===== src/rtl/plp_pkg.sv =====
// Constants, tables and carriers for the per-port link and 100BASE-X coding block.
// Assumes a 200 MHz system clock; all times are turned into cycles here.
package plp_pkg;
  // ----------------------------------------
  // Timing
  // ----------------------------------------
  localparam int CLK_KHZ = 200000;
  localparam int LOCK_MS = 50;
  localparam int LOCK_CYC = LOCK_MS * CLK_KHZ;
  localparam int WIN_MS = 2;
  localparam int WIN_CYC = WIN_MS * CLK_KHZ;
  localparam int NLP_MS = 16;
  localparam int NLP_CYC = NLP_MS * CLK_KHZ;
  localparam int L10_MS = 150;
  localparam int L10_CYC = L10_MS * CLK_KHZ;
  localparam int CW = 25;
  localparam logic [3:0] IDLE_RUN = 4'hC;
  localparam logic [4:0] FAR_END_FAULT_PATTERN_LAST = 5'h10;
  localparam logic [1:0] FAR_END_FAULT_PATTERN_REPS = 2'h3;
  // ----------------------------------------
  // Register map (index, byte address is index * 4)
  // ----------------------------------------
  localparam logic [7:0] REG_CTRL = 8'h00;
  localparam logic [7:0] REG_STAT = 8'h01;
  localparam logic [7:0] REG_ADV = 8'h04;
  localparam logic [7:0] REG_LPA = 8'h05;
  localparam logic [7:0] REG_CFG = 8'h10;
  localparam logic [7:0] REG_PST = 8'h11;
  localparam int CTRL_LOOP = 14;
  localparam int CTRL_SPD = 13;
  localparam int CTRL_AN_EN = 12;
  localparam int CTRL_FDX = 8;
  localparam int STAT_RF = 4;
  localparam int STAT_LINK = 2;
  localparam int ADV_RF = 13;
  localparam int LPA_RF = 13;
  localparam int CFG_FORCE = 14;
  localparam int CFG_SCR_BYP = 12;
  localparam int CFG_FAR_END_FAULT_PATTERN_EN = 2;
  localparam logic [15:0] CTRL_RST = 16'h3000;
  localparam logic [15:0] ADV_RST = 16'h01E1;
  localparam logic [10:0] LFSR_SEED = 11'h7FF;
  // ----------------------------------------
  // Code groups
  // ----------------------------------------
  localparam logic [4:0] SYM_IDLE = 5'h1F;
  localparam logic [4:0] SYM_J = 5'h18;
  localparam logic [4:0] SYM_K = 5'h11;
  localparam logic [4:0] SYM_T = 5'h0D;
  localparam logic [4:0] SYM_R = 5'h07;
  localparam logic [4:0] SYM_NONE = 5'h00;
  localparam logic [4:0] SYM_FAR_END_FAULT_PATTERN_ONES = 5'h1F;
  localparam logic [4:0] SYM_FAR_END_FAULT_PATTERN_END = 5'h1E;
  localparam logic [3:0] NIB_PRE = 4'h5;
  localparam logic [79:0] ENC_TBL = {5'h1D, 5'h1C, 5'h1B, 5'h1A, 5'h17, 5'h16, 5'h13, 5'h12,
                                     5'h0F, 5'h0E, 5'h0B, 5'h0A, 5'h15, 5'h14, 5'h09, 5'h1E};

  typedef enum logic [2:0] {
    PLP_TX_IDLE = 3'b000,
    PLP_TX_K = 3'b001,
    PLP_TX_DATA = 3'b010,
    PLP_TX_R = 3'b011,
    PLP_TX_FAR_END_FAULT_PATTERN = 3'b100
  } plp_tx_e;

  typedef struct packed {
    logic en;
    logic [3:0] d;
  } plp_mii_tx_s;

  typedef struct packed {
    logic dv;
    logic er;
    logic crs;
    logic [3:0] d;
  } plp_mii_rx_s;

  function automatic logic [4:0] plp_enc(input logic [3:0] n);
    return ENC_TBL[5 * n +: 5];
  endfunction : plp_enc

  function automatic logic [3:0] plp_dec(input logic [4:0] s);
    logic [3:0] r;
    r = 4'h0;
    for (int i = 0; i < 16; i++) begin
      if (ENC_TBL[5 * i +: 5] == s) begin
        r = 4'(i);
      end
    end
    return r;
  endfunction : plp_dec

  // Five steps of x^11 + x^9 + 1; returns {next state, key}
  function automatic logic [15:0] plp_scr5(input logic [10:0] l);
    logic [10:0] s;
    logic [4:0] k;
    logic fb;
    s = l;
    k = 5'h00;
    for (int i = 0; i < 5; i++) begin
      fb = s[10] ^ s[8];
      s = {s[9:0], fb};
      k[i] = fb;
    end
    return {s, k};
  endfunction : plp_scr5
endpackage : plp_pkg


===== src/rtl/plp_link_pcs.sv =====
// Per-port link criteria, parallel detection, fault handling and 100BASE-X PCS.
// Assumes one 200 MHz clock, one symbol or nibble per cycle, and an Avalon-MM master.
//
// Function
// RL1: Software waits up to 300 us after reset before configuring negotiation.
// RL2: Software writes advertisement bits first, then sets negotiation enable.
// RL3: 100 Mbps link comes up after descrambler lock held for 50 ms.
// RL4: 100 Mbps link drops if a 2 ms window lacks 12 consecutive IDLEs.
// RL5: 100 Mbps idles alone never bring up the 10 Mbps link.
// RL6: During negotiation, link pulses or IDLEs select the matching speed.
// RL7: A parallel-detected link always runs half duplex.
// RL8: At 10 Mbps the idle line carries periodic link pulses.
// RL9: Fiber mode taken from the select pin only when reset completes.
// RL10: Received remote fault sets partner bit 13 and status bit 4.
// RL11: Advertisement bit 13 sends the local remote fault in the base page.
// RL12: In fiber mode a signal-detect fault blocks receive data and drops link.
// RL13: Far-end fault pattern is 84 ones then one zero, repeated.
// RL14: Send the pattern at least three times under the four fault conditions; the code uses only fiber signal-detect loss and PLL unlock.
// RL15: 100BASE-X sends 5-bit symbols, IDLE whenever the MAC is quiet.
// RL16: First two nibbles after transmit enable become J and K.
// RL17: End of packet inserts T and R before IDLE.
// RL18: Received J and K are presented as two preamble nibbles.
// RL19: Twisted pair transmit is scrambled; receive is descrambled before decoding.
// RL20: One to four dribble bits give a ones-padded nibble; five to seven none.
// RL21: At 10 Mbps the block encoder is bypassed.
// RL22: Fiber symbols go out as NRZI, without MLT-3.
// RL23: Forced link pass lets packets go out while link is down.
// RL24: Transmit nibble and enable are sampled on the rising clock edge.
//
// Local design decisions: the register offsets and register access over Avalon-MM.
`timescale 1ns/100ps
`default_nettype none
module plp_link_pcs #(
  parameter int LOCK_CYC = plp_pkg::LOCK_CYC,
  parameter int WIN_CYC = plp_pkg::WIN_CYC,
  parameter int NLP_CYC = plp_pkg::NLP_CYC,
  parameter int L10_CYC = plp_pkg::L10_CYC
) (
  input wire logic i_clk,
  input wire logic i_rst,
  input wire logic [7:0] i_avs_address,
  input wire logic i_avs_read,
  input wire logic i_avs_write,
  input wire logic [31:0] i_avs_writedata,
  output logic [31:0] o_avs_readdata,
  output logic o_avs_waitrequest,
  input wire plp_pkg::plp_mii_tx_s i_mii_tx,
  output plp_pkg::plp_mii_rx_s o_mii_rx,
  input wire logic i_fiber_select_pin_n,
  input wire logic i_signal_detect_input,
  input wire logic i_rx_pll_lock,
  input wire logic i_descr_lock,
  input wire logic i_nlp,
  input wire logic [4:0] i_rx_sym,
  input wire logic i_rx10_dv,
  input wire logic [2:0] i_rx_dribble,
  input wire logic [3:0] i_rx_tail,
  input wire logic [15:0] i_lp_page,
  input wire logic i_lp_page_valid,
  input wire logic i_an_link,
  input wire logic i_an_100,
  input wire logic i_an_fdx,
  output logic [4:0] o_tx_sym,
  output logic o_tx_nrzi,
  output logic o_tx_mlt3,
  output plp_pkg::plp_mii_tx_s o_tx10,
  output logic o_nlp_tx,
  output logic [15:0] o_adv_page,
  output logic o_link,
  output logic o_spd100,
  output logic o_fdx,
  output logic o_fiber
);
  // ----------------------------------------
  // State
  // ----------------------------------------
  typedef struct packed {
    logic ack;
    logic [31:0] rdata;
    logic [15:0] ctrl;
    logic [15:0] adv;
    logic [15:0] lpa;
    logic [15:0] cfg;
    logic rf;
    logic fib_done;
    logic fiber;
    logic spd100;
    logic fdx;
    logic pd;
    logic [plp_pkg::CW-1:0] lock_cnt;
    logic link100;
    logic [plp_pkg::CW-1:0] win_cnt;
    logic [3:0] run;
    logic seen;
    logic link10;
    logic [plp_pkg::CW-1:0] l10_cnt;
    logic [plp_pkg::CW-1:0] nlp_cnt;
    logic nlp_tx;
    plp_pkg::plp_tx_e tx_st;
    logic [4:0] tx_raw;
    logic [4:0] tx_sym;
    logic [4:0] fcnt;
    logic [1:0] reps;
    logic [10:0] tlfsr;
    logic [10:0] rlfsr;
    logic rx_frame;
    plp_pkg::plp_mii_rx_s rx;
    plp_pkg::plp_mii_tx_s tx10;
  } plp_st_s;

  plp_st_s st;
  plp_st_s next_st;
  logic req;
  logic sd_ok;
  logic fault;
  logic far_end_fault_pattern_cond;
  logic tx_ok;
  logic scr_on;
  logic [15:0] tkey;
  logic [15:0] rkey;
  logic [4:0] rs;
  logic [7:0] widx;

  assign req = i_avs_read | i_avs_write;
  assign o_avs_waitrequest = req & ~st.ack;
  assign widx = {2'b00, i_avs_address[7:2]};
  assign sd_ok = ~st.fiber | i_signal_detect_input;
  assign fault = st.fiber & (~i_signal_detect_input | ~i_rx_pll_lock);
  assign far_end_fault_pattern_cond = fault & st.cfg[plp_pkg::CFG_FAR_END_FAULT_PATTERN_EN] & ~st.ctrl[plp_pkg::CTRL_LOOP]; // RL14
  assign tx_ok = (st.spd100 ? st.link100 : st.link10) | st.cfg[plp_pkg::CFG_FORCE]; // RL23
  assign scr_on = ~st.fiber & ~st.cfg[plp_pkg::CFG_SCR_BYP];
  assign tkey = plp_pkg::plp_scr5(st.tlfsr);
  assign rkey = plp_pkg::plp_scr5(st.rlfsr);
  // Blocked fiber data looks like IDLE, so no frame can start
  assign rs = ~sd_ok ? plp_pkg::SYM_IDLE : (scr_on ? i_rx_sym ^ rkey[4:0] : i_rx_sym); // RL12 RL19

  always_comb begin
    next_st = st;
    // ----------------------------------------
    // Register slave, one wait cycle per access
    // ----------------------------------------
    next_st.ack = req & ~st.ack;
    if (req & ~st.ack) begin
      case (widx)
        plp_pkg::REG_CTRL: next_st.rdata = {16'h0000, st.ctrl};
        plp_pkg::REG_STAT: next_st.rdata = {27'h0, st.rf, 1'b0, o_link, 2'b00};
        plp_pkg::REG_ADV: next_st.rdata = {16'h0000, st.adv};
        plp_pkg::REG_LPA: next_st.rdata = {16'h0000, st.lpa};
        plp_pkg::REG_CFG: next_st.rdata = {16'h0000, st.cfg};
        plp_pkg::REG_PST: next_st.rdata = {26'h0, st.link10, st.pd, st.fiber, st.fdx, st.spd100, st.link100};
        default: next_st.rdata = 32'h0000_0000;
      endcase
    end
    if (i_avs_write & st.ack) begin
      case (widx)
        plp_pkg::REG_CTRL: next_st.ctrl = i_avs_writedata[15:0];
        plp_pkg::REG_ADV: next_st.adv = i_avs_writedata[15:0];
        plp_pkg::REG_CFG: next_st.cfg = i_avs_writedata[15:0];
        default: next_st.cfg = st.cfg;
      endcase
    end
    // Clear on read; a fault in the same cycle wins
    if (i_avs_read & st.ack & (widx == plp_pkg::REG_STAT)) begin
      next_st.rf = 1'b0;
    end
    if (i_lp_page_valid) begin
      next_st.lpa = i_lp_page; // RL10
    end
    if ((i_lp_page_valid & i_lp_page[plp_pkg::LPA_RF] & st.ctrl[plp_pkg::CTRL_AN_EN]) | fault) begin
      next_st.rf = 1'b1; // RL10
    end
    // ----------------------------------------
    // Fiber strap and speed resolution
    // ----------------------------------------
    if (~st.fib_done) begin
      next_st.fiber = ~i_fiber_select_pin_n; // RL9
      next_st.fib_done = 1'b1;
    end
    if (st.fiber) begin
      next_st.spd100 = 1'b1;
      next_st.fdx = st.ctrl[plp_pkg::CTRL_FDX];
      next_st.pd = 1'b0;
    end else if (~st.ctrl[plp_pkg::CTRL_AN_EN]) begin
      next_st.spd100 = st.ctrl[plp_pkg::CTRL_SPD];
      next_st.fdx = st.ctrl[plp_pkg::CTRL_FDX];
      next_st.pd = 1'b0;
    end else if (i_an_link) begin
      next_st.spd100 = i_an_100;
      next_st.fdx = i_an_fdx;
      next_st.pd = 1'b0;
    end else if (i_nlp) begin
      next_st.spd100 = 1'b0; // RL6
      next_st.fdx = 1'b0; // RL7
      next_st.pd = 1'b1;
    end else if (st.seen) begin
      next_st.spd100 = 1'b1; // RL6
      next_st.fdx = 1'b0; // RL7
      next_st.pd = 1'b1;
    end
    // ----------------------------------------
    // 100 Mbps link criteria
    // ----------------------------------------
    if (i_descr_lock & sd_ok) begin
      if (st.lock_cnt != plp_pkg::CW'(LOCK_CYC - 1)) begin
        next_st.lock_cnt = st.lock_cnt + 1'b1;
      end else begin
        next_st.link100 = 1'b1; // RL3
      end
    end else begin
      next_st.lock_cnt = '0;
    end
    next_st.run = (rs != plp_pkg::SYM_IDLE) ? 4'h0 : (st.run == plp_pkg::IDLE_RUN) ? st.run : st.run + 4'h1;
    if (next_st.run == plp_pkg::IDLE_RUN) begin
      next_st.seen = 1'b1;
    end
    if (st.win_cnt == plp_pkg::CW'(WIN_CYC - 1)) begin
      next_st.win_cnt = '0;
      next_st.seen = 1'b0;
      if (~st.seen) begin
        next_st.link100 = 1'b0; // RL4
      end
    end else begin
      next_st.win_cnt = st.win_cnt + 1'b1;
    end
    if (~sd_ok) begin
      next_st.link100 = 1'b0; // RL12
      next_st.lock_cnt = '0;
    end
    // ----------------------------------------
    // 10 Mbps link: only link pulses count, never 100 Mbps idles
    // ----------------------------------------
    if (i_nlp & ~st.fiber) begin
      next_st.link10 = 1'b1; // RL5
      next_st.l10_cnt = '0;
    end else if (st.l10_cnt == plp_pkg::CW'(L10_CYC - 1)) begin
      next_st.link10 = 1'b0;
    end else begin
      next_st.l10_cnt = st.l10_cnt + 1'b1;
    end
    // ----------------------------------------
    // 10 Mbps transmit: encoder bypassed, pulses while quiet
    // ----------------------------------------
    next_st.tx10.en = ~st.spd100 & i_mii_tx.en & tx_ok; // RL21 RL24
    next_st.tx10.d = st.spd100 ? 4'h0 : i_mii_tx.d;
    next_st.nlp_tx = 1'b0;
    if (st.spd100 | i_mii_tx.en) begin
      next_st.nlp_cnt = '0;
    end else if (st.nlp_cnt == plp_pkg::CW'(NLP_CYC - 1)) begin
      next_st.nlp_cnt = '0;
      next_st.nlp_tx = 1'b1; // RL8
    end else begin
      next_st.nlp_cnt = st.nlp_cnt + 1'b1;
    end
    // ----------------------------------------
    // 100BASE-X transmit
    // ----------------------------------------
    case (st.tx_st)
      plp_pkg::PLP_TX_IDLE: begin
        next_st.tx_raw = plp_pkg::SYM_IDLE; // RL15
        if (far_end_fault_pattern_cond) begin
          next_st.tx_st = plp_pkg::PLP_TX_FAR_END_FAULT_PATTERN;
          next_st.tx_raw = plp_pkg::SYM_FAR_END_FAULT_PATTERN_ONES;
          next_st.fcnt = 5'h01;
          next_st.reps = 2'h0;
        end else if (i_mii_tx.en & tx_ok) begin
          next_st.tx_raw = plp_pkg::SYM_J; // RL16
          next_st.tx_st = plp_pkg::PLP_TX_K;
        end
      end
      plp_pkg::PLP_TX_K: begin
        next_st.tx_raw = plp_pkg::SYM_K; // RL16
        next_st.tx_st = plp_pkg::PLP_TX_DATA;
      end
      plp_pkg::PLP_TX_DATA: begin
        if (i_mii_tx.en) begin
          next_st.tx_raw = plp_pkg::plp_enc(i_mii_tx.d); // RL24
        end else begin
          next_st.tx_raw = plp_pkg::SYM_T; // RL17
          next_st.tx_st = plp_pkg::PLP_TX_R;
        end
      end
      plp_pkg::PLP_TX_R: begin
        next_st.tx_raw = plp_pkg::SYM_R; // RL17
        next_st.tx_st = plp_pkg::PLP_TX_IDLE;
      end
      plp_pkg::PLP_TX_FAR_END_FAULT_PATTERN: begin
        // 17 symbols carry 84 ones and a closing zero
        next_st.tx_raw = (st.fcnt == plp_pkg::FAR_END_FAULT_PATTERN_LAST) ? plp_pkg::SYM_FAR_END_FAULT_PATTERN_END : plp_pkg::SYM_FAR_END_FAULT_PATTERN_ONES; // RL13
        next_st.fcnt = st.fcnt + 5'h01;
        if (st.fcnt == plp_pkg::FAR_END_FAULT_PATTERN_LAST) begin
          next_st.fcnt = 5'h00;
          if (st.reps != plp_pkg::FAR_END_FAULT_PATTERN_REPS) begin
            next_st.reps = st.reps + 2'h1;
          end
        end
        // Leave only at a pattern boundary after three full patterns
        if ((st.fcnt == 5'h00) & (st.reps == plp_pkg::FAR_END_FAULT_PATTERN_REPS) & ~far_end_fault_pattern_cond) begin
          next_st.tx_raw = plp_pkg::SYM_IDLE; // RL14
          next_st.tx_st = plp_pkg::PLP_TX_IDLE;
        end
      end
      default: begin
        next_st.tx_raw = plp_pkg::SYM_IDLE;
        next_st.tx_st = plp_pkg::PLP_TX_IDLE;
      end
    endcase
    next_st.tlfsr = tkey[15:5];
    next_st.rlfsr = rkey[15:5];
    if (~st.spd100) begin
      next_st.tx_sym = plp_pkg::SYM_NONE; // RL21
    end else begin
      next_st.tx_sym = scr_on ? next_st.tx_raw ^ tkey[4:0] : next_st.tx_raw; // RL19
    end
    // ----------------------------------------
    // Receive: 10 Mbps pass-through and 100BASE-X decoding
    // ----------------------------------------
    next_st.rx = '0;
    if (~st.spd100) begin
      next_st.rx.dv = i_rx10_dv & sd_ok;
      next_st.rx.crs = i_rx10_dv & sd_ok;
      next_st.rx.d = i_rx_sym[3:0];
    end else if (~st.rx_frame) begin
      if (rs == plp_pkg::SYM_J) begin
        next_st.rx_frame = 1'b1;
        next_st.rx = '{dv: 1'b1, er: 1'b0, crs: 1'b1, d: plp_pkg::NIB_PRE}; // RL18
      end
    end else if (rs == plp_pkg::SYM_K) begin
      next_st.rx = '{dv: 1'b1, er: 1'b0, crs: 1'b1, d: plp_pkg::NIB_PRE}; // RL18
    end else if (rs == plp_pkg::SYM_T) begin
      next_st.rx_frame = 1'b0;
      if ((i_rx_dribble != 3'h0) & (i_rx_dribble <= 3'h4)) begin
        next_st.rx.dv = 1'b1; // RL20
        next_st.rx.d = i_rx_tail | (4'hF << i_rx_dribble);
      end
    end else if (rs == plp_pkg::SYM_IDLE) begin
      next_st.rx_frame = 1'b0;
      next_st.rx.er = 1'b1;
    end else begin
      next_st.rx = '{dv: 1'b1, er: 1'b0, crs: 1'b1, d: plp_pkg::plp_dec(rs)}; // RL19
    end
  end

  always_ff @(posedge i_clk) begin
    if (i_rst) begin
      st <= '0;
      st.ctrl <= plp_pkg::CTRL_RST;
      st.adv <= plp_pkg::ADV_RST;
      st.spd100 <= 1'b1;
      st.tlfsr <= plp_pkg::LFSR_SEED;
      st.rlfsr <= plp_pkg::LFSR_SEED;
    end else begin
      st <= next_st;
    end
  end

  assign o_avs_readdata = st.rdata;
  assign o_tx_sym = st.tx_sym;
  assign o_tx_nrzi = st.fiber; // RL22
  assign o_tx_mlt3 = ~st.fiber & st.spd100;
  assign o_tx10 = st.tx10;
  assign o_nlp_tx = st.nlp_tx;
  assign o_adv_page = st.adv; // RL11
  assign o_link = sd_ok & (st.spd100 ? st.link100 : st.link10); // RL12
  assign o_spd100 = st.spd100;
  assign o_fdx = st.fdx;
  assign o_fiber = st.fiber;
  assign o_mii_rx = st.rx;

  // ----------------------------------------
  // Checks
  // ----------------------------------------
  AST_TX_JK: assert property (@(posedge i_clk) disable iff (i_rst) // RL16
    st.tx_st == plp_pkg::PLP_TX_IDLE && !far_end_fault_pattern_cond && i_mii_tx.en && tx_ok
    |=> st.tx_raw == plp_pkg::SYM_J ##1 st.tx_raw == plp_pkg::SYM_K)
    else $error("start delimiter not sent");
  AST_TX_TR: assert property (@(posedge i_clk) disable iff (i_rst) // RL17
    st.tx_st == plp_pkg::PLP_TX_DATA && !i_mii_tx.en
    |=> st.tx_raw == plp_pkg::SYM_T ##1 st.tx_raw == plp_pkg::SYM_R && st.tx_st == plp_pkg::PLP_TX_IDLE)
    else $error("end delimiter not sent");
  AST_LINK_UP: assert property (@(posedge i_clk) disable iff (i_rst) // RL3
    $rose(st.link100) |-> $past(st.lock_cnt) == plp_pkg::CW'(LOCK_CYC - 1))
    else $error("link up before lock time");
  AST_LINK_DROP: assert property (@(posedge i_clk) disable iff (i_rst) // RL4
    st.win_cnt == plp_pkg::CW'(WIN_CYC - 1) && !st.seen |=> !st.link100)
    else $error("link kept without idle run");
  AST_PD_HDX: assert property (@(posedge i_clk) disable iff (i_rst) // RL7
    st.pd |-> !st.fdx)
    else $error("parallel detect in full duplex");
  AST_L10_NLP: assert property (@(posedge i_clk) disable iff (i_rst) // RL5
    $rose(st.link10) |-> $past(i_nlp))
    else $error("10M link up without link pulse");
  AST_FIBER_HOLD: assert property (@(posedge i_clk) disable iff (i_rst) // RL9
    st.fib_done |=> $stable(st.fiber))
    else $error("fiber mode changed after reset");
  AST_SD_BLOCK: assert property (@(posedge i_clk) disable iff (i_rst) // RL12
    st.fiber && !i_signal_detect_input |=> !st.rx.dv && !st.link100)
    else $error("fiber data passed under fault");
  AST_FAR_END_FAULT_PATTERN_REPS: assert property (@(posedge i_clk) disable iff (i_rst) // RL14
    st.tx_st == plp_pkg::PLP_TX_FAR_END_FAULT_PATTERN ##1 st.tx_st != plp_pkg::PLP_TX_FAR_END_FAULT_PATTERN
    |-> $past(st.reps) == plp_pkg::FAR_END_FAULT_PATTERN_REPS)
    else $error("fault pattern sent under three times");
  AST_RF_SET: assert property (@(posedge i_clk) disable iff (i_rst) // RL10
    i_lp_page_valid && i_lp_page[plp_pkg::LPA_RF] && st.ctrl[plp_pkg::CTRL_AN_EN] |=> st.rf && st.lpa[plp_pkg::LPA_RF])
    else $error("remote fault not recorded");
endmodule : plp_link_pcs
`default_nettype wire


===== config.mk =====
export PLATFORM = sky130hd
export DESIGN_NAME = plp_link_pcs
export DESIGN_NICKNAME = d
export VERILOG_FILES = /design/src/rtl/plp_pkg.sv /design/src/rtl/plp_link_pcs.sv
export SDC_FILE = /design/constraint.sdc
export NUM_CORES = 1
export LEC_CHECK = 0
export BUFFER_PORTS_ARGS = -buffer_cell sky130_fd_sc_hd__buf_2
export CAP_MARGIN = 15
export CORE_MARGIN = 2
export CORE_UTILIZATION = 35
export DETAILED_ROUTE_END_ITERATION = 16
export GPL_TIMING_DRIVEN = 0
export PLACE_DENSITY_LB_ADDON = 0.25
export SLEW_MARGIN = 20
export SYNTH_ARGS = -nofsm -noshare
export SYNTH_HDL_FRONTEND = slang
export SYNTH_SLANG_ARGS = --single-unit

===== constraint.sdc =====
create_clock -name i_clk -period 5.3 [get_ports i_clk]
set_input_delay 0 -clock i_clk [delete_from_list [all_inputs] [get_ports i_clk]]
set_output_delay 0 -clock i_clk [all_outputs]
set_load 0.01 [all_outputs]

Yosys cells after proc, flatten, opt, wreduce, memory -nomap -nowiden

Cells that the tools add are included.

$add $sub $neg: 7
Multipliers: 1
Order comparisons: 1
Equality and inequality tests: 46
Shift operators: 2
Multiplexer cells: 62
Bitwise logic cells: 52
Reduce and logical (&&, ||, !) cells: 24

Operators by type and width:

| cell                                                                         | count |
|---|---|
| 25-bit by 1-bit adder with 25-bit output (second input constant)             | 4 |
| 16-bit case mux with 6 select lines                                          | 1 |
| 80-bit by 8-bit indexed part select with 5-bit output (first input constant) | 1 |
| 4-bit two-way mux                                                            | 18 |
| 5-bit equality test (first input constant)                                   | 10 |
| 8-bit two-way mux                                                            | 5 |
| 8-bit case mux with 5 select lines                                           | 1 |
| 5-bit two-way mux                                                            | 6 |
| 26-bit two-way mux                                                           | 1 |
| 25-bit by 19-bit equality test with 1-bit output (second input constant)     | 1 |
| 25-bit by 22-bit equality test with 1-bit output (second input constant)     | 1 |
| 25-bit equality test (second input constant)                                 | 1 |
| 4-bit by 5-bit equality test with 1-bit output (first input constant)        | 5 |
| 25-bit two-way mux                                                           | 1 |
| 25-bit by 24-bit != test with 1-bit output (second input constant)           | 1 |
| 1-bit AND                                                                    | 21 |
| 7-bit two-way mux                                                            | 3 |
| 5-bit equality test (second input constant)                                  | 4 |
| 1-bit two-way mux                                                            | 16 |
| 3-bit two-way mux                                                            | 5 |
| 7-bit case mux with 2 select lines                                           | 1 |
| 2-bit OR reduction                                                           | 7 |
| 6-bit by 3-bit equality test with 1-bit output (second input constant)       | 2 |
| 6-bit by 5-bit equality test with 1-bit output (second input constant)       | 2 |
| other kinds (33)                                                             | 77 |

Register bits: 261
Bits of input ports: 87
Output and inout port bits: 73
Word-level logic and storage cells: 229

Longest topological paths before layout

Gate-level depths: netlist of run 1.

Word-level depth: 25
Depth in mapped cells: 9

Least setup slack after synthesis of run 1

No wires, ideal clock.

Kind: register -> register
From: register st[20] (netlist name)
To: register st[107] (netlist name)
Library setup time: 0.066 ns
Arrival time: 2.068 ns
Setup slack: 3.166 ns
Cell stages (with the launch flop): 9
Clock period less this slack: 2.134 ns
Cell sequence: dfxtp_1 > xnor2_1 > mux2_4 > or2_1 > buf_6 > nor2_8 > nand3_4 > or4_4 > a21oi_2

Cells in the longest elaborated chain, start to end: 7
Elaborated cells between the ends (all ways): 8
Classes of those cells: eq/ne: 2; mux: 3; bitwise: 3

RTL lines:

| element                          | RTL line            | text |
|---|---|---|
| start, declared                  | plp_link_pcs.sv:111 | `plp_st_s st;` |
| start signal, assigned           | plp_link_pcs.sv:352 | `st <= next_st;` |
| 1-bit bitwise XOR                | plp_pkg.sv:101      | `fb = s[10] ^ s[8];` |
| 5-bit bitwise XOR *              | plp_link_pcs.sv:135 | `assign rs = ~sd_ok ? plp_pkg::SYM_IDLE : (scr_on ? i_rx_sym ^ rkey[4:0] : i_rx_sym);` |
| 5-bit two-way mux * (2 in a row) | plp_link_pcs.sv:135 |  |
| 5-bit != test *                  | plp_link_pcs.sv:212 | `next_st.run = (rs != plp_pkg::SYM_IDLE) ? 4'h0 : (st.run == plp_pkg::IDLE_RUN) ? st.run : st.run + 4'h1;` |
| 4-bit two-way mux *              | plp_link_pcs.sv:212 |  |
| 4-bit equality test *            | plp_link_pcs.sv:213 | `if (next_st.run == plp_pkg::IDLE_RUN) begin` |

Mark *: on every way between the ends. The rest lies on a longest branch, timed or not.
A chain may end at the register's enable or synchronous reset.

Worst setup path in the final report of run 1

From: register st, in the netlist o_fiber
To: register st, in the netlist o_mii_rx[2]

Cells in the longest elaborated chain, start to end: 23
Elaborated cells between the ends (all ways): 41
Classes of those cells: eq/ne: 17; mux: 21; bitwise: 3

RTL lines:

| element                         | RTL line                                 | text |
|---|---|---|
| 1-bit inverter *                | plp_link_pcs.sv:127, plp_link_pcs.sv:131 |  |
| 1-bit AND                       | plp_link_pcs.sv:131                      | `assign scr_on = ~st.fiber & ~st.cfg[plp_pkg::CFG_SCR_BYP];` |
| 5-bit two-way mux               | plp_link_pcs.sv:135                      |  |
| 5-bit two-way mux *             | plp_link_pcs.sv:135                      |  |
| 5-bit equality test             | plp_pkg.sv:86                            | `if (ENC_TBL[5 * i +: 5] == s) begin` |
| 4-bit two-way mux (13 in a row) | plp_pkg.sv:86                            |  |
| 5-bit two-way mux               | plp_link_pcs.sv:335                      | `end else if (rs == plp_pkg::SYM_IDLE) begin` |
| 4-bit two-way mux               | plp_link_pcs.sv:329                      | `end else if (rs == plp_pkg::SYM_T) begin` |
| 7-bit two-way mux               | plp_link_pcs.sv:327                      | `end else if (rs == plp_pkg::SYM_K) begin` |
| 8-bit two-way mux *             | plp_link_pcs.sv:322                      | `end else if (~st.rx_frame) begin` |
| 5-bit two-way mux *             | plp_link_pcs.sv:318                      | `if (~st.spd100) begin` |

Marked as above.

==> flow_summary.ini, run 1 <==
[detailed_routing]
num_vias = 9763
drcViolationCount = 0
ant_nets = 0
drt-total-wl_um = 29100
drt_pass1_iterations = 4
wl_per_cell_um = 14.6
via_per_inst = 4.89
drtIter0Drc = 477

[worst_setup_path]
path_cells = buf_4, nand2_2, a21oi_2, o22ai_1, nor4_1, and2_1, o211ai_1, dlygate4sd3_1, nand4_1, dlygate4sd3_1
crit_arrival_ns = 3.88
crit_type = reg -> reg
r2r_end = o_mii_rx[2]
start_kind = flop
crit_fanout = 10
crit_path_end_kind = flop
path_buf_inv = 3
cp_slowest_stage_delay_ns = 0.58
r2r_start = o_fiber
cp_top_family = buffers and inverters
r2r_setup_slack_ns = 1.90
crit_slowest_cell = dlygate4sd3_1
r2r_cells = 10
cp.required_ns = 5.78
crit_top_cell = dlygate4sd3_1

[cts]
cts_buffers = 28
clk_pin_slew_worst_paths_ns = 0.06
clock_sinks = 245
clockBufferDepth = 3
cts_setup_buffers = 0
cts_resized = 0
cts_htree_levels = 1
root_buffer = clkbuf_16
worstSkewPairLatency_ns = 0.55
postCtsHoldBufs = 63
cts_tree = built

[global_route]
antenna_found_initial = 1
grt_usage = 0.173
grt_pass1_vias = 9468
grt_overflow = 0
grt_max_degree = 15
grt_pass1_wl_um = 47600

[cells_and_area]
design_area_um2 = 14000
post-route-util = 0.442
fin_cells = 1995
drive_above_1_share = 0.170
fillCellCount = 3163
area.growth.synth_to_final_pct = 24.4
nNetsFinal = 1669

[sta]
setup_viol = 0
slew_viol_final = 0
tightest_slew_ns = 0.818
skew_ns = 0.0141
slew_headroom = 0.451
period_needed_ns = 3.40
max_freq_mhz = 294
tns_ns = 0
period_share = 0.642
rsz0062_at_grt = false
hold_viol_final = 0
fin_ws_ns = 1.90

[floorplanning]
die_area_um2 = 33600
die_h_um = 183
io_pins = 160
core_um2 = 31600
die_x_um = 183
start_util = 0.356
placementRows = 65

[job]
cap_violations = 0

[logic_synthesis]
synth_ff_type = dfxtp_1
synth-edff-count = 0
yosysSeqAreaShare = 0.436
avgSynthCellArea_um2 = 8.39
yosys.area.top_type_share = 0.436
ys_warn_count = 0
yosysTopAreaCell = dfxtp_1
synth-async-reset-ratio = 0
synth_cells = 1342
synth-seq-cells = 245
ys_top_cells_by_area = dfxtp_1, nor2_1, xor2_1, nand2_1, buf_4
yosysUniqueCellTypes = 75
syn_area_um2 = 11300

[placed_design]
globalplace.congestion = 0.845
pre_cts_ws_ns = 2.32
dpl.hpwl_um = 21300
port_buffers = 122
place_area_um2 = 12400
dp_cells = 1881

[power]
p_leak_nw = 5.50
powerDensity_nw_per_um2 = 304
peakVddDrop_mv = 0.233

[hold_path]
hold_depth = 3
min_path_type = in -> reg
whs_endpoint = st[189]
hp-start = i_lp_page_valid

[outcome]
status = finished, final reports clean
## cells by family after synthesis
logic type | synth area share
AO/OA/AOI/OAI | 0.102
XOR/XNOR | 0.0825
adder cells (fa/ha/maj) | 0.0111
buffers and inverters | 0.0717
flip-flops | 0.436
multiplexers | 0.0379
other | 0.000333
AND/OR/NAND/NOR | 0.258
## worst min-delay path, cell delays in order
cell      delay, ns
clkbuf_1       0.25
mux2i_1        0.19
nor2_1         0.08
## stage by stage
step | power (W) | hold WS, ns
2_1_floorplan | 0.00217 | 0.0757
3_3_place_gp | 0.00229 | 0.235
3_5_place_dp | 0.00229 | 0.244
4_1_cts | 0.00430 | 0.000814
5_1_grt | 0.00442 | 0.0465
6_report | 0.00426 | 0.0202
## cell usage after synthesis, types with 11 or more instances
cell	count
mux2i_1	40
and2_1	11
xor2_1	76
dfxtp_1	245
a21oi_1	86
xnor2_1	30
buf_4	67
nor4_1	12
inv_1	23
nor3_1	37
o21ai_0	22
nor2_1	204
nand4_1	26
and3_1	15
nand3_1	54
nand2_1	174
a221oi_1	13
or2_2	15
clkbuf_1	47
## per-layer routing
| metal | global-route usage | share of wire | vias to the layer above |
|---|---|---|---|
| met5 | 0 | 0 | - |
| met4 | 0.0477 | 0.025 | 0 |
| met3 | 0.0246 | 0.041 | 47 |
| met2 | 0.294 | 0.46 | 192 |
| met1 | 0.229 | 0.47 | 4556 |
| li1 | - | - | 4968 |
## state kept, by name (all words and copies together), names as in the netlist, 5 cells and up
signal and count:
next_st 12, o_adv_page 16, o_avs_readdata 16, o_mii_rx 7, o_tx10 5, o_tx_sym 5, st 180
## how the worst max path moves through the flow
stage | from | endpoint | slack [ns] | cells past startpoint
floorplan | st[20] | st[107] | 3.17 | 8
global route | o_fiber | o_mii_rx[2] | 1.66 | 10
global placement | o_fiber | st[158] | 2.35 | 8
CTS | o_fiber | o_mii_rx[2] | 1.87 | 10
detailed placement | o_fiber | st[151] | 2.32 | 8
finish | o_fiber | o_mii_rx[2] | 1.90 | 10
## cell usage in the layout (no fill, tap or decap), types with 5 or more instances in the layout
master	synthesis	routed
a22oi_1	5	5
or2_2	15	15
nand2b_1	10	10
dfxtp_1	245	245
xnor2_1	30	30
nand2_1	174	174
clkbuf_16	0	28
nor4_1	12	12
or3_1	10	10
clkbuf_1	47	54
xor2_1	76	76
inv_1	23	23
o22ai_1	8	8
and4_1	9	9
buf_2	3	125
nor3_1	37	37
a221oi_1	13	13
conb_1	1	16
ha_1	10	10
nand4_1	26	26
a211oi_1	5	5
nor2b_1	7	7
clkbuf_8	0	5
and2_1	11	11
nor2_1	204	204
a21oi_1	86	86
dlygate4sd3_1	0	63
and3_1	15	15
nand3_1	54	54
buf_4	67	67
o21ai_0	22	22
mux2i_1	40	40
## report_power, final
part           total (W)  switching (W)  internal, W
Sequential       0.00191      0.0000234      0.00188
Combinational   0.000387       0.000213     0.000174
Clock            0.00197       0.000776      0.00119
Total            0.00426        0.00101      0.00325
## layout make-up
type / instances / area [um^2] / share of cell area
diodes: 1 / 2.50 / 0.000179
well taps: 402 / 503 / 0.0359
clock inverters: 10 / 144 / 0.0103
flip-flops and latches: 245 / 4900 / 0.350
plain buffers: 122 / 721 / 0.0515
repair buffers: 185 / 1240 / 0.0887
clock buffers: 40 / 796 / 0.0568
inverters: 23 / 86.3 / 0.00617
multi-input cells: 967 / 5600 / 0.400
Note: power is estimated with default switching activity, not from simulation.
==> run 2: changes to the inputs <==
==> constraint.sdc (replaced) <==
create_clock -name i_clk -period 2.8 [get_ports i_clk]
set_input_delay 0 -clock i_clk [delete_from_list [all_inputs] [get_ports i_clk]]
set_output_delay 0 -clock i_clk [all_outputs]
set_load 0.01 [all_outputs]
==> flow_summary.ini, run 2 (same netlist as run 1, synthesis figures left out) <==
[outcome]
status = finished, final reports clean

[global_route]
antenna_found_initial = 1
grt_overflow = 0
grt_pass1_vias = 9481
grt_pass1_wl_um = 47800
grt_max_degree = 20
grt_usage = 0.173

[power]
clock_power_share = 0.461
p_leak_nw = 5.50
swShare = 0.238
peakVddDrop_mv = 0.423
seq_power_share = 0.448
comb_power_share = 0.092
p_switching_w = 0.00191
p_int_w = 0.00615
powerDensity_nw_per_um2 = 575

[worst_setup_path]
crit_fanout = 19
crit_type = reg -> reg
cp_top_family = compound AO/OA/AOI/OAI gates
path_cells = buf_4, nand2_2, a21oi_2, o22ai_1, nor4_2, inv_1, a311o_1, a31o_1
crit_path_end_kind = flop
crit_arrival_ns = 2.98
crit_slowest_cell = dfxtp_1
cp.required_ns = 3.23
cp_slowest_stage_delay_ns = 0.48
path_buf_inv = 2
start_kind = flop

[hold_path]
min_path_type = in -> reg

[cts]
clk_pin_slew_worst_paths_ns = 0.06
clockBufferDepth = 3
cts_buffers = 28
root_buffer = clkbuf_16
clock_sinks = 245
cts_tree = built
cts_setup_buffers = 0
cts_htree_levels = 1
worstSkewPairLatency_ns = 0.55

[sta]
tightest_slew_ns = 0.838
period_needed_ns = 2.55
slew_headroom = 0.439
fin_ws_ns = 0.251
skew_ns = 0.0120
tns_ns = 0
hold_viol_final = 0
setup_viol = 0
rsz0062_at_grt = false
hold_ws_ns = 0.0100
max_freq_mhz = 392
slew_viol_final = 0
period_share = 0.910

[job]
cap_violations = 0

[floorplanning]
placementRows = 65
die_x_um = 183
start_util = 0.356
core_um2 = 31600
io_pins = 160
die_area_um2 = 33600
die_h_um = 183

[placed_design]
dpl.hpwl_um = 21300
port_buffers = 122
pre_cts_ws_ns = -0.180
globalplace.congestion = 0.845

[detailed_routing]
drt_pass1_iterations = 4
via_per_inst = 4.91
drtIter0Drc = 489
drcViolationCount = 0
drt-total-wl_um = 29300
wl_per_cell_um = 14.7
ant_nets = 0
num_vias = 9787

[cells_and_area]
post-route-util = 0.443
top_register = st
most-common-layout-cells = dfxtp_1, nor2_1, nand2_1
area.growth.synth_to_final_pct = 24.5
layout_commonest_cell = dfxtp_1
largest_reg_flops = 180
nNetsFinal = 1669
drive_above_1_share = 0.171
[run 2: changes by cell type in the layout (fill, tap and decap cells not counted), sizes merged]
cell and change:
buf -1, dlygate4sd3 +1
[run 2: area by class of cell]
class | count | area (um^2)
fillers | 3160 | 17600
multi-input cells | 967 | 5610
flip-flops and latches | 245 | 4900
repair buffers | 186 | 1250
clock buffers | 40 | 796
plain buffers | 121 | 717
well taps | 402 | 503
clock inverters | 10 | 144
inverters | 23 | 86.3
diodes | 1 | 2.50
[run 2: power by group through the flow]
stage	Clock [W]	Combinational (W)	Sequential (W)
after floorplan	0	0.000440	0.00367
after global placement	0	0.000653	0.00368
after detailed placement	0	0.000656	0.00369
after CTS	0.00381	0.000733	0.00361
after global routing	0.00395	0.000809	0.00362
final	0.00371	0.000738	0.00361
[run 2: layer usage]
layer,track usage,up-vias,part of all wire
li1,-,4980,-
met1,0.229,4584,0.47
met2,0.295,175,0.46
met3,0.0246,48,0.036
met4,0.0483,0,0.025
met5,0,-,0
[run 2: worst register-to-register path, delay by kind of cell, from the launching register on]
kind	cells	cell delay, ns
compound gates	4	1.02
buf+inv	2	0.45
flops	1	0.48
simple gates	2	0.49
[run 2: stage by stage]
step,total power [W],std cells,area (um^2)
2_1_floorplan,0.00411,1357,11300
3_3_place_gp,0.00434,1881,12400
3_5_place_dp,0.00434,1881,12400
4_1_cts,0.00815,1994,14000
5_1_grt,0.00838,1994,14000
6_report,0.00806,1995,14000
[run 2: repair_timing]
item	in CTS	in global routing
gates resized for setup	0	3
hold buffers	64	0
endpoints found under the hold margin	91	0
endpoints found under the setup margin	26	21
[run 2: final timing paths]
| kind | from | to | slack, ns | depth (start not counted) |
|---|---|---|---|---|
| max | o_fiber | o_mii_rx[6] | 0.25 | 8 |
| min | i_lp_page_valid | st[189] | 0.01 | 3 |
| max reg2reg | o_fiber | o_mii_rx[6] | 0.25 | 8 |
| min reg2reg | next_st[21] | st[21] | 0.41 | 1 |
==> run 3: changes to the inputs <==
--- a/config.mk
+++ b/config.mk
@@ -5,13 +5,13 @@
 export SDC_FILE = /design/constraint.sdc
 export NUM_CORES = 1
 export LEC_CHECK = 0
-export BUFFER_PORTS_ARGS = -buffer_cell sky130_fd_sc_hd__buf_2
 export CAP_MARGIN = 15
-export CORE_MARGIN = 2
 export CORE_UTILIZATION = 35
 export DETAILED_ROUTE_END_ITERATION = 16
+export DONT_BUFFER_PORTS = 1
 export GPL_TIMING_DRIVEN = 0
 export PLACE_DENSITY_LB_ADDON = 0.25
+export RECOVER_POWER = 25
 export SLEW_MARGIN = 20
 export SYNTH_ARGS = -nofsm -noshare
 export SYNTH_HDL_FRONTEND = slang
==> flow_summary.ini, run 3 (same netlist as run 1, synthesis figures left out) <==
[global_route]
antenna_found_initial = 1
grt_pass1_vias = 9170
gr-usage-met3 = 0.0375
grt_overflow = 0
grtUsageMet2 = 0.293
grt-busiest-layer = met2
use_met1 = 0.233
grt_pass1_wl_um = 47600
grt_usage = 0.178
grt_max_degree = 14

[cells_and_area]
nNetsFinal = 1557
drive_above_1_share = 0.0736
layout_commonest_cell = dfxtp_1
area.growth.synth_to_final_pct = 18.7
most-common-layout-cells = dfxtp_1, nor2_1, nand2_1
fillCellCount = 3203
top_register = st
largest_reg_flops = 180

[sta]
hold_viol_final = 0
hold_ws_ns = 0.0211
slew_viol_final = 0
tns_ns = 0
skew_ns = 0.0163
slew_headroom = 0.449
fin_ws_ns = 0.136
period_needed_ns = 2.66
tightest_slew_ns = 0.820
setup_viol = 0
period_share = 0.951
rsz0062_at_grt = false
max_freq_mhz = 375

[power]
powerDensity_nw_per_um2 = 606
peakVddDrop_mv = 0.372
p_leak_nw = 4.81
p_total_w = 0.00809

[placed_design]
port_buffers = 0
pre_cts_ws_ns = -0.246
dpl.hpwl_um = 21100
globalplace.congestion = 0.830

[detailed_routing]
drt-total-wl_um = 29400
ant_nets = 0
num_vias = 9430
drtIter0Drc = 572
via_per_inst = 5.00
wl_per_cell_um = 15.6
drt_pass1_iterations = 5
drcViolationCount = 0

[floorplanning]
start_util = 0.356
die_x_um = 181
die_h_um = 181
die_area_um2 = 32900
io_pins = 160
core_um2 = 31600
placementRows = 65

[worst_setup_path]
r2r_cells = 8
r2r_start = o_fiber
worstSetupEndpoint = o_mii_rx[6]
cp.required_ns = 3.22
start_kind = flop
r2r_end = o_mii_rx[6]
crit_arrival_ns = 3.09
r2r_setup_slack_ns = 0.14
crit_type = reg -> reg
cp-startpoint = o_fiber
crit_fanout = 10
crit_path_end_kind = flop

[cts]
worstSkewPairLatency_ns = 0.54
cts_setup_buffers = 0
root_buffer = clkbuf_16
clock_sinks = 245
cts_buffers = 28
clockBufferDepth = 3
cts_htree_levels = 1
clk_pin_slew_worst_paths_ns = 0.06
cts_tree = built

[outcome]
status = finished, final reports clean

[hold_path]
hp-start = i_mii_tx[0]
min_path_type = in -> reg

[job]
cap_violations = 0
-- run 3: cell types whose count changed in the layout (fill, tap and decap cells not counted), moves of 2 or more --
cell,change
dlygate4sd3_1,+9
buf_2,-121
buf_1,-2
buf_4,-49
clkbuf_2,+2
clkbuf_1,+46
inv_6,-2
clkinv_2,+2
clkinvlp_4,+3
-- run 3: how the worst min path moves through the flow --
stage / endpoint / slack [ns] / cells past startpoint
global placement: st[163] / 0.08 / 1
global route: o_tx_sym[4] / 0.01 / 4
detailed placement: st[163] / 0.08 / 1
CTS: o_tx_sym[4] / 0.0008 / 4
floorplan: st[163] / 0.08 / 1
finish: o_tx_sym[2] / 0.02 / 5
-- run 3: report_power, final --
group	internal, W	switching [W]
Clock	0.00236	0.00147
Combinational	0.000278	0.000374
Sequential	0.00356	0.0000492
Total	0.00620	0.00189
-- run 3: timing repair --
action | CTS | global route
setup endpoints to repair | 28 | 38
gates resized for setup | 1 | 7
gates cloned | 0 | 0
hold buffers | 73 | 0
hold endpoints to repair | 111 | 0
-- run 3: stage by stage --
step	area, um^2	util	std cells
3_5_place_dp	11800	0.373	1759
2_1_floorplan	11300	-	1357
3_3_place_gp	11800	0.373	1759
6_report	13400	0.422	1885
5_1_grt	13400	0.422	1884
4_1_cts	13500	0.427	1883
-- run 3: layout make-up --
class	count	area (um^2)	share of cell area
clock buffer	37	796	0.0596
multi-input combinational	967	5610	0.420
timing repair buffer	73	731	0.0547
tap	402	503	0.0376
inverter	23	86.3	0.00646
sequential	245	4900	0.367
antenna	2	5.00	0.000375
clock inverter	14	181	0.0136
buffer	122	541	0.0405
-- run 3: worst max-delay path, stage by stage, from the launching register on --
cell     delay, ns
dfxtp_1       0.56
buf_4         0.27
nand2_2       0.15
a21oi_2       0.31
o22ai_1       0.13
nor4_1        0.46
inv_1         0.13
a311o_1       0.35
a31o_1        0.19
-- run 3: layer usage --
metal	part of all wire	up-vias	wire length, um
met3	0.065	52	1920
met2	0.46	213	13500
li1	-	4754	-
met5	0	-	0
met4	0.025	0	740
met1	0.45	4411	13200
